===== config.mk =====
export PLATFORM = sky130hd
export DESIGN_NAME = sar_converter_control
export DESIGN_NICKNAME = d
export VERILOG_FILES = /design/src/sar_ctrl_pkg.sv /design/src/sar_converter_control.sv
export SDC_FILE = /design/constraint.sdc
export NUM_CORES = 1
export LEC_CHECK = 0
export BUFFER_PORTS_ARGS = -buffer_cell sky130_fd_sc_hd__buf_2
export CAP_MARGIN = 10
export CORE_ASPECT_RATIO = 1.75
export CORE_MARGIN = 3
export CORE_UTILIZATION = 45
export DETAILED_ROUTE_END_ITERATION = 7
export PLACE_DENSITY_LB_ADDON = 0.05
export SLEW_MARGIN = 5
export SYNTH_ARGS = -nofsm -noshare
export SYNTH_HDL_FRONTEND = slang
export SYNTH_SLANG_ARGS = --single-unit

===== constraint.sdc =====
create_clock -name i_clk -period 2.6 [get_ports i_clk]
set_input_delay 0.52 -clock i_clk [delete_from_list [all_inputs] [get_ports i_clk]]
set_output_delay 0.52 -clock i_clk [all_outputs]
set_load 0.005 [all_outputs]

===== src/sar_ctrl_pkg.sv =====
// Package for the converter control block: register map, fields, timing.
// Assumes an 8-bit special-function register port and a 25 MHz clock.
package sar_ctrl_pkg;
   localparam logic [7:0] OFS_CONTROL = 8'h93;
   localparam logic [7:0] OFS_TIMING  = 8'h94;
   localparam logic [7:0] OFS_PINCFG  = 8'h95;
   localparam logic [7:0] OFS_RES_LO  = 8'h96;
   localparam logic [7:0] OFS_RES_HI  = 8'h97;
   localparam logic [7:0] OFS_REFSEL  = 8'h9F;

   // Control register fields
   localparam int B_ENABLE  = 7;
   localparam int B_FLAG    = 6;
   localparam int B_CMP     = 5;
   localparam int B_CH_HI   = 3;
   localparam int B_CH_LO   = 1;
   localparam int B_GO      = 0;
   // Timing register fields
   localparam int B_DIV_HI  = 7;
   localparam int B_DIV_LO  = 5;
   localparam int B_SMP_HI  = 3;
   // Reference register fields
   localparam int B_REF     = 7;
   localparam int B_RXTH    = 0;

   localparam logic [7:0] RST_BYTE    = 8'h00;
   localparam logic [7:0] MASK_CTRL   = 8'hEF;
   localparam logic [7:0] MASK_TIMING = 8'hEF;
   localparam logic [7:0] MASK_REF    = 8'h81;

   // Sample phase limits and conversion length in converter clocks; result width
   localparam logic [3:0] SMP_MIN     = 4'h2;
   localparam logic [3:0] SMP_MAX     = 4'hF;
   localparam logic [3:0] CONV_CLOCKS = 4'hC;
   localparam int         RES_BITS    = 10;

   typedef enum logic [1:0]
   {
      ST_IDLE   = 2'b00,
      ST_SAMPLE = 2'b01,
      ST_CONV   = 2'b11
   } phase_t;
endpackage


===== src/sar_converter_control.sv =====
// Control logic of a 10-bit successive-approximation converter.
// Assumes an analog core that returns a result and a greater-than bit.
//
// What this block does
// - Enable bit zero powers the converter off, one powers it on.
// - Flag sets at conversion end, or in compare mode on input above value.
// - Hardware never clears the flag; software writes zero to clear.
// - Compare-mode bit selects conversion (0) or digital compare (1).
// - Channel field value n routes analog input n to the converter.
// - In conversion mode hardware clears the start bit at completion.
// - Software writing zero to start bit aborts a running conversion.
// - In compare mode the start bit stays set; compares repeat.
// - Writing one to start bit, with enable already set, launches conversion or continuous compare.
// - Reference bit selects supply (0) or external reference pin (1).
// - External reference gives the shared pin over to reference use.
// - Divider codes give 2,4,6,8,12,16,24,32 system clocks per period.
// - Sample phase lasts sample field plus one converter clocks.
// - Sample phase is at least two converter clocks.
// - Sample phase is at most fifteen converter clocks.
// - Twelve converter clocks of conversion follow the sample phase.
// - Each pin config bit makes its pin digital (0) or analog (1).
// - Set flag raises the interrupt request when interrupts are enabled.
// - Result upper eight bits and lowest two bits go to two registers.
//
// Strobed register access is this design's own decision.
`timescale 1ns/10ps
`default_nettype none
module sar_converter_control
   import sar_ctrl_pkg::*;
(
   // Clock and reset
   input  wire logic       i_clk,
   input  wire logic       i_rst,
   // Register port
   input  wire logic [7:0] i_addr,
   input  wire logic [7:0] i_wdata,
   input  wire logic       i_wr,
   input  wire logic       i_rd,
   output logic      [7:0] o_rdata,
   // Interrupt
   input  wire logic       i_irq_enable,
   output logic            o_irq,
   // Analog core
   input  wire logic [9:0] i_core_result,
   input  wire logic       i_core_above,
   output logic            o_core_power,
   output logic      [2:0] o_core_channel,
   output logic            o_core_sample,
   output logic            o_core_convert,
   output logic            o_core_ext_ref,
   output logic            o_core_compare,
   // Pins
   output logic      [7:0] o_pin_analog,
   output logic            o_ref_pin_taken,
   output logic            o_rx_threshold
);

   // Register state
   logic       enable_q;
   logic       flag_q;
   logic       cmp_q;
   logic [2:0] chan_q;
   logic       go_q;
   logic [2:0] div_sel_q;
   logic [3:0] smp_sel_q;
   logic [7:0] pincfg_q;
   logic       ref_q;
   logic       rxth_q;
   logic [9:0] data_q;
   logic [7:0] rdata_q;
   logic       irq_q;
   logic       power_q;
   logic       sample_q;
   logic       convert_q;

   // Sequencer state
   phase_t     phase_q;
   phase_t     phase_d;
   logic [4:0] div_cnt_q;
   logic [3:0] tick_cnt_q;
   logic [3:0] tick_cnt_d;

   // Converter clock period in system clocks for each divider code
   function automatic logic [4:0] div_period(input logic [2:0] code);
      case (code)
         3'h0:    div_period = 5'h02;
         3'h1:    div_period = 5'h04;
         3'h2:    div_period = 5'h06;
         3'h3:    div_period = 5'h08;
         3'h4:    div_period = 5'h0C;
         3'h5:    div_period = 5'h10;
         3'h6:    div_period = 5'h18;
         default: div_period = 5'h00; // 32 wraps to zero in 5 bits
      endcase
   endfunction

   // Register decode
   wire logic wr_ctrl = i_wr && (i_addr == OFS_CONTROL);
   wire logic wr_time = i_wr && (i_addr == OFS_TIMING);
   wire logic wr_pin  = i_wr && (i_addr == OFS_PINCFG);
   wire logic wr_lo   = i_wr && (i_addr == OFS_RES_LO);
   wire logic wr_hi   = i_wr && (i_addr == OFS_RES_HI);
   wire logic wr_ref  = i_wr && (i_addr == OFS_REFSEL);

   // Clock divider: one-cycle tick each converter clock period
   wire logic [4:0] div_last  = div_period(div_sel_q) - 5'h01;
   wire logic       running   = (phase_q != ST_IDLE);
   wire logic       tick      = running && (div_cnt_q == div_last);

   // Sample length, clamped to the documented window
   wire logic [3:0] smp_raw   = smp_sel_q + 4'h1;
   wire logic [3:0] smp_len   = (smp_sel_q == 4'h0) ? SMP_MIN
                               : (smp_sel_q == 4'hF) ? SMP_MAX
                               : smp_raw;
   wire logic       smp_done  = tick && (phase_q == ST_SAMPLE)
                                && (tick_cnt_q == smp_len - 4'h1);
   wire logic       conv_done = tick && (phase_q == ST_CONV)
                                && (tick_cnt_q == CONV_CLOCKS - 4'h1);

   // Compare hit or conversion finish
   wire logic       finish    = conv_done && !cmp_q;
   wire logic       cmp_hit   = conv_done && cmp_q && i_core_above;

   // Software start and abort
   wire logic       sw_go_set = wr_ctrl && i_wdata[B_GO] && enable_q;
   wire logic       sw_go_clr = wr_ctrl && !i_wdata[B_GO];
   wire logic       active    = go_q && enable_q && !sw_go_clr;

   always_comb
   begin
      phase_d    = phase_q;
      tick_cnt_d = tick_cnt_q;
      case (phase_q)
         ST_IDLE:
         begin
            tick_cnt_d = 4'h0;
            if (sw_go_set)
               phase_d = ST_SAMPLE;
         end
         ST_SAMPLE:
         begin
            if (smp_done)
            begin
               phase_d    = ST_CONV;
               tick_cnt_d = 4'h0;
            end
            else if (tick)
               tick_cnt_d = tick_cnt_q + 4'h1;
         end
         ST_CONV:
         begin
            if (conv_done)
            begin
               // Compare mode loops back into a fresh sample
               phase_d    = cmp_q ? ST_SAMPLE : ST_IDLE;
               tick_cnt_d = 4'h0;
            end
            else if (tick)
               tick_cnt_d = tick_cnt_q + 4'h1;
         end
         default:
         begin
            phase_d    = ST_IDLE;
            tick_cnt_d = 4'h0;
         end
      endcase
      // Abort or power-off returns to idle
      if (running && !active)
      begin
         phase_d    = ST_IDLE;
         tick_cnt_d = 4'h0;
      end
   end

   always_ff @(posedge i_clk or posedge i_rst)
   begin
      if (i_rst)
      begin
         phase_q    <= ST_IDLE;
         tick_cnt_q <= 4'h0;
         div_cnt_q  <= 5'h00;
      end
      else
      begin
         phase_q    <= phase_d;
         tick_cnt_q <= tick_cnt_d;
         if (!running || tick)
            div_cnt_q <= 5'h00;
         else
            div_cnt_q <= div_cnt_q + 5'h01;
      end
   end

   // Control register
   always_ff @(posedge i_clk or posedge i_rst)
   begin
      if (i_rst)
      begin
         enable_q <= 1'b0;
         cmp_q    <= 1'b0;
         chan_q   <= 3'h0;
         go_q     <= 1'b0;
         flag_q   <= 1'b0;
      end
      else
      begin
         if (wr_ctrl)
         begin
            enable_q <= i_wdata[B_ENABLE];
            cmp_q    <= i_wdata[B_CMP];
            chan_q   <= i_wdata[B_CH_HI:B_CH_LO];
         end
         if (sw_go_set)
            go_q <= 1'b1;
         else if (sw_go_clr || !enable_q)
            go_q <= 1'b0;
         else if (finish)
            go_q <= 1'b0;
         // Set wins over a software clear in the same cycle
         if (finish || cmp_hit)
            flag_q <= 1'b1;
         else if (wr_ctrl && !i_wdata[B_FLAG])
            flag_q <= 1'b0;
      end
   end

   // Timing, pin and reference registers
   always_ff @(posedge i_clk or posedge i_rst)
   begin
      if (i_rst)
      begin
         div_sel_q <= 3'h0;
         smp_sel_q <= 4'h0;
         pincfg_q  <= RST_BYTE;
         ref_q     <= 1'b0;
         rxth_q    <= 1'b0;
      end
      else
      begin
         if (wr_time)
         begin
            div_sel_q <= i_wdata[B_DIV_HI:B_DIV_LO];
            smp_sel_q <= i_wdata[B_SMP_HI:0];
         end
         if (wr_pin)
            pincfg_q <= i_wdata;
         if (wr_ref)
         begin
            ref_q  <= i_wdata[B_REF];
            rxth_q <= i_wdata[B_RXTH];
         end
      end
   end

   // Result or compare value; hardware update wins over software
   always_ff @(posedge i_clk or posedge i_rst)
   begin
      if (i_rst)
         data_q <= 10'h000;
      else if (finish)
         data_q <= i_core_result;
      else
      begin
         if (wr_hi)
            data_q[9:2] <= i_wdata;
         if (wr_lo)
            data_q[1:0] <= i_wdata[1:0];
      end
   end

   // Read mux
   wire logic [7:0] ctrl_view = {enable_q, flag_q, cmp_q, 1'b0,
                                 chan_q, go_q};
   wire logic [7:0] rd_mux =
        (i_addr == OFS_CONTROL) ? (ctrl_view & MASK_CTRL)
      : (i_addr == OFS_TIMING)  ? ({div_sel_q, 1'b0, smp_sel_q}
                                   & MASK_TIMING)
      : (i_addr == OFS_PINCFG)  ? pincfg_q
      : (i_addr == OFS_RES_LO)  ? {6'h00, data_q[1:0]}
      : (i_addr == OFS_RES_HI)  ? data_q[9:2]
      : (i_addr == OFS_REFSEL)  ? ({ref_q, 6'h00, rxth_q} & MASK_REF)
      : RST_BYTE;

   // Registered outputs
   always_ff @(posedge i_clk or posedge i_rst)
   begin
      if (i_rst)
      begin
         rdata_q   <= RST_BYTE;
         irq_q     <= 1'b0;
         power_q   <= 1'b0;
         sample_q  <= 1'b0;
         convert_q <= 1'b0;
      end
      else
      begin
         rdata_q   <= i_rd ? rd_mux : RST_BYTE;
         irq_q     <= flag_q && i_irq_enable;
         power_q   <= enable_q;
         sample_q  <= (phase_d == ST_SAMPLE);
         convert_q <= (phase_d == ST_CONV);
      end
   end

   assign o_rdata         = rdata_q;
   assign o_irq           = irq_q;
   assign o_core_power    = power_q;
   assign o_core_channel  = chan_q;
   assign o_core_sample   = sample_q;
   assign o_core_convert  = convert_q;
   assign o_core_ext_ref  = ref_q;
   assign o_core_compare  = cmp_q;
   assign o_pin_analog    = pincfg_q;
   assign o_ref_pin_taken = ref_q;
   assign o_rx_threshold  = rxth_q;

endmodule
`default_nettype wire


Yosys cells after proc, flatten, opt, wreduce, memory -nomap -nowiden

Index checks and enable logic that the tools add are counted.

Bits in registers: 57
Output and inout port bits: 27
Word-level logic and storage cells: 115

Add/sub/neg operators: 5
Equal/unequal tests: 20
Mux-type cells: 30
Reduce and logical (&&, ||, !) cells: 40

Operator list:

| kind                | number |
|---|---|
| $mux 8              | 8 |
| $eq 8x8->1 const B  | 6 |
| $pmux 5 s7          | 1 |
| $mux 4              | 6 |
| $logic_and 1x1->1   | 22 |
| $mux 10             | 1 |
| $mux 2              | 5 |
| $eq 3x3->1 const B  | 3 |
| $add 4x1->4 const B | 2 |
| $eq 4x4->1 const B  | 2 |
| $pmux 4 s2          | 1 |
| $reduce_bool 2->1   | 4 |
| $logic_not 1->1     | 7 |
| $eq 3x2->1 const B  | 2 |
| $mux 1              | 6 |
| $pmux 2 s3          | 1 |
| $add 5x1->5 const B | 1 |
| $eq 5x5->1          | 1 |
| $mux 5              | 1 |
| $sub 5x1->5 const B | 1 |
| $eq 2x1->1 const B  | 2 |
| $eq 2x2->1 const B  | 2 |
| $eq 4x4->1          | 1 |
| $logic_not 4->1     | 1 |
| 6 further kinds     | 8 |

Longest topological paths before layout

Word-level depth: 11
Depth in mapped cells: 11
Mapped depth without buffers: 11

Worst setup path after synthesis

OpenSTA, ideal clock, no wires.

Path type: reg-to-reg
Start point: register smp_sel_q[0]
End point: register sample_q (netlist: o_core_sample)
Setup time: 0.120 ns
Data arrival time: 2.438 ns
Data required time: 2.480 ns
Slack: 0.042 ns
Cell stages (with the launch flop): 12
Buffers on the path: 0
Period minus slack after synthesis: 2.558 ns
Cells stage by stage: dfrtp_1 -> inv_1 -> ha_1 -> nor2b_1 -> nor2b_1 -> a311oi_1 -> ha_1 -> xnor2_1 -> nor4b_1 -> nand4b_1 -> or3_1 -> o211a_1

Cells in the longest elaborated chain, start to end: 10
Elaborated cells on any way between the ends: 12
Classes of those cells: 2 x add/sub; 3 x eq/ne; 5 x mux; 2 x reduce/logical

RTL lines:

| element                                   | line                                                       | RTL |
|---|---|---|
| from (decl)                               | sar_converter_control.sv:65                                | `logic [3:0] smp_sel_q;` |
| from (signal assigned)                    | sar_converter_control.sv:243                               | `smp_sel_q <= i_wdata[B_SMP_HI:0];` |
| $add 4x1->4 or $eq 4x4->1 (tied branches) | sar_converter_control.sv:111, sar_converter_control.sv:113 |  |
| $mux 4                                    | sar_converter_control.sv:113                               | `: (smp_sel_q == 4'hF) ? SMP_MAX` |
| $mux 4 *                                  | sar_converter_control.sv:112                               | `wire logic [3:0] smp_len = (smp_sel_q == 4'h0) ? SMP_MIN` |
| $sub 4x1->4 *                             | sar_converter_control.sv:116                               | `&& (tick_cnt_q == smp_len - 4'h1);` |
| $eq 4x4->1 *                              | sar_converter_control.sv:116                               |  |
| $logic_and 1x1->1 *                       | sar_converter_control.sv:116                               |  |
| $mux 2 *                                  | sar_converter_control.sv:142                               | `if (smp_done)` |
| $pmux 2 s3 *                              | sar_converter_control.sv:133                               | `case (phase_q)` |
| $mux 2 *                                  | sar_converter_control.sv:168                               | `if (running && !active)` |
| $eq 2x1->1 *                              | sar_converter_control.sv:300                               | `sample_q <= (phase_d == ST_SAMPLE);` |
| to (signal assigned)                      | sar_converter_control.sv:300                               |  |
| to (decl)                                 | sar_converter_control.sv:73                                | `logic sample_q;` |

Mark *: on every way between the ends. The rest lies on a longest branch, timed or not.
A chain may end at the register's enable or synchronous reset.

Worst setup path in the final report

Ends and elaborated chain as after synthesis.

==> flow_summary.toml <==
[routing]
drtIter0Drc = 84
wire_per_inst_um = 16.0
wl_mm = 7.01
drc = 0
firstDrtPassIters = 4
viasPerCell = 5.46
drt.antenna.violating_nets = 0
dr_total_vias = 2388

[clock_tree]
htree_levels = 3
cts_tree = "yes"
clockRootBuffer = "clkbuf_8"
clock_sinks = 57
numCtsBuffers = 9
clkTransAtPathRegs_ns = 0.07
clock_latency_ns = 0.34
cts_buffer_depth = 2

[placement]
placedInstanceArea_sq_um = 3440
routabilityCongestion = 0.856
hpwlAfterDp_mm = 5.27
dpl.cell_count = 418
port_buffers = 58

[layout]
multiInputGateArea_sq_um = 1530
fillCellCount = 581
drive_above_1_share_pct = 37.5
final_common_cell = "buf_2"
areaGrowthSynthToFinish_pct = 23.3
final_nets = 390
layout_common_cells = "58 x buf_2, 56 x dfrtp_1, 27 x mux2_2"
final_util_pct = 58.7
fin_cells = 437
seqCellArea_sq_um = 1430
antennaDiodeCount = 0
final_area_sq_um = 3710

[global_route]
antenna_found_initial = 0
grt_use_met1_pct = 22.2
grt_use_total_pct = 20.1
grt_max_degree = 39
grtUsageMet3_pct = 3.93
grt_pass1_vias = 2362
grt_overflow = 0
grt.busiest_layer = "met2"
grt_util_met2_pct = 33.9
grt_pass1_wl_mm = 11.4

[yosys]
yosysWarnings = 0
yosysUniqueCellTypes = 54
synth-compound-area-share_pct = 10.1
synth-async-reset-ratio_pct = 100
synth.avg_cell_area_sq_um = 10.7
synth_fp_nets = 320
netlist_instances = 282
synthAdderAreaFrac_pct = 2.49
synth-seq-cells = 57
yosysSeqAreaShare_pct = 47.4
synth_area_sq_um = 3010
synth_top_family_by_area = "simple AND/OR/NAND/NOR gates"
synthXorXnorAreaFrac_pct = 3.49
synth_ff_type = "dfrtp_1"
synth.area.mux_share_pct = 14.8
synth-simple-area-share_pct = 18.6
synth_edf_count = 0

[die]
ioPinCount = 59
core_sq_um = 6320
chipWidth_um = 67.8
placementRows = 38
dieArea_sq_um = 7750
die_h_um = 114
initial_core_util_pct = 47.6

[sta]
relSlewSlack_pct = 70.4
period_needed_ns = 2.57
timing.final.crit_share_pct = 99.0
timing.fmax_mhz = 388
fin_tns_setup_ns = 0
fin_skew_ns = 0.00717
rsz0062_at_grt = "yes"
hold_viol = 0
tightest_slew_ns = 0.443
finalSetupViolations = 0
slew_viol_final = 0

[hold_path]
worstHoldPathType = "input pin to asynchronous set/reset pin"

[critical_path]
start_kind = "flop"
critPathMaxFanout = 4
path_class = "flop to flop"
end_kind = "flop"
cp.arrival_ns = 2.80
cp.required_ns = 2.83

[power_and_ir_drop]
p_per_area_nw_per_um2 = 547
p_total_mw = 2.03
p_leak_nw = 1.87
peakVddDrop_mv = 0.369

[flow_run]
maxCapViolCount = 0

[run_status]
status = "complete, no violations"
-- layer usage --
| metal | part of all wire (%) | vias to the layer above |
|---|---|---|
| met5 | 0 | - |
| met1 | 39 | 1173 |
| met3 | 3.3 | 19 |
| met4 | 3.6 | 0 |
| met2 | 54 | 46 |
| li1 | - | 1150 |
-- Yosys cell counts, types with 2 or more instances --
cell type	count	area, sq um
buf_1	2	7.51
nor2_1	26	97.6
ha_1	6	75.1
a21boi_0	2	15.0
o31ai_1	2	15.0
or2_2	3	18.8
clkbuf_1	5	18.8
nand3_1	10	50.1
a22o_1	4	35.0
xnor2_1	7	61.3
dfrtp_1	57	1430
mux2_2	27	304
buf_2	6	30.0
xor2_1	5	43.8
and3b_1	3	26.3
and2_1	2	12.5
buf_4	2	15.0
inv_1	3	11.3
nand4b_1	6	52.6
nor3b_1	2	15.0
nand2_1	18	67.6
mux2i_1	12	120
a22oi_1	5	37.5
a21oi_1	18	90.1
o211ai_1	2	15.0
nor2b_1	10	62.6
nand4_1	4	25.0
o21ai_0	6	30.0
a31oi_1	2	12.5
-- cell type report --
class | instances | area share [%]
Multi-Input combinational cell | 206 | 41.3
Tap cell | 80 | 2.70
Clock buffer | 14 | 4.65
Inverter | 3 | 0.303
Sequential cell | 57 | 38.5
Clock inverter | 2 | 0.944
Timing Repair Buffer | 75 | 11.7
-- registers in the layout, summed over array words and instances (netlist names), 2 cells and up --
register,cells
phase_q,2
o_rdata,8
div_cnt_q,5
div_sel_q,3
o_core_channel,3
data_q,10
tick_cnt_q,4
smp_sel_q,4
o_pin_analog,8
-- cells by family after synthesis --
logic type      count (synthesis)
flops                          57
fa+ha+maj                       6
buf+inv                        19
xor+xnor                       12
mux                            40
compound gates                 48
simple gates                  100
-- worst max-delay path, stage by stage (launching register included) --
cell      delay, ns
dfrtp_1        0.39
buf_4          0.16
ha_1           0.25
a311oi_2       0.29
ha_1           0.28
xnor2_1        0.13
nor4b_1        0.25
nand4b_1       0.18
or3_1          0.40
o211a_1        0.13
-- power breakdown --
part           internal (mW)  switching, mW  leakage [nW]  total (mW)
Sequential             0.919         0.0241         0.760       0.943
Combinational          0.119          0.107         0.999       0.226
Clock                  0.520          0.343         0.107       0.863
Total                   1.56          0.474          1.87        2.03
-- path summary, 6_finish.rpt --
path / startpoint / end / slack [ns] / depth (start not counted)
max in group asynchronous: i_rst / div_sel_q[0] / 1.87 / 3
min in group i_clk: i_irq_enable / o_irq / 0.39 / 2
min: i_rst / div_cnt_q[1] / 0.18 / 2
max reg2reg: smp_sel_q[0] / o_core_sample / 0.03 / 9
min reg2reg: enable_q / o_core_power / 0.46 / 0
max: smp_sel_q[0] / o_core_sample / 0.03 / 9
-- timing repair --
action	in CTS	in global routing
hold buffers	0	0
resized for setup	0	14
setup buffers	0	3
endpoints found under the setup margin	0	17
-- stage by stage --
step	setup slack (ns)	hold slack, ns
global route	-0.0766	0.203
detailed placement	0.0543	0.449
global placement	0.110	0.447
finish	0.0257	0.177
CTS	0.0389	0.172
floorplan	0.0417	0.399
Power figures use the tool's default switching activity.
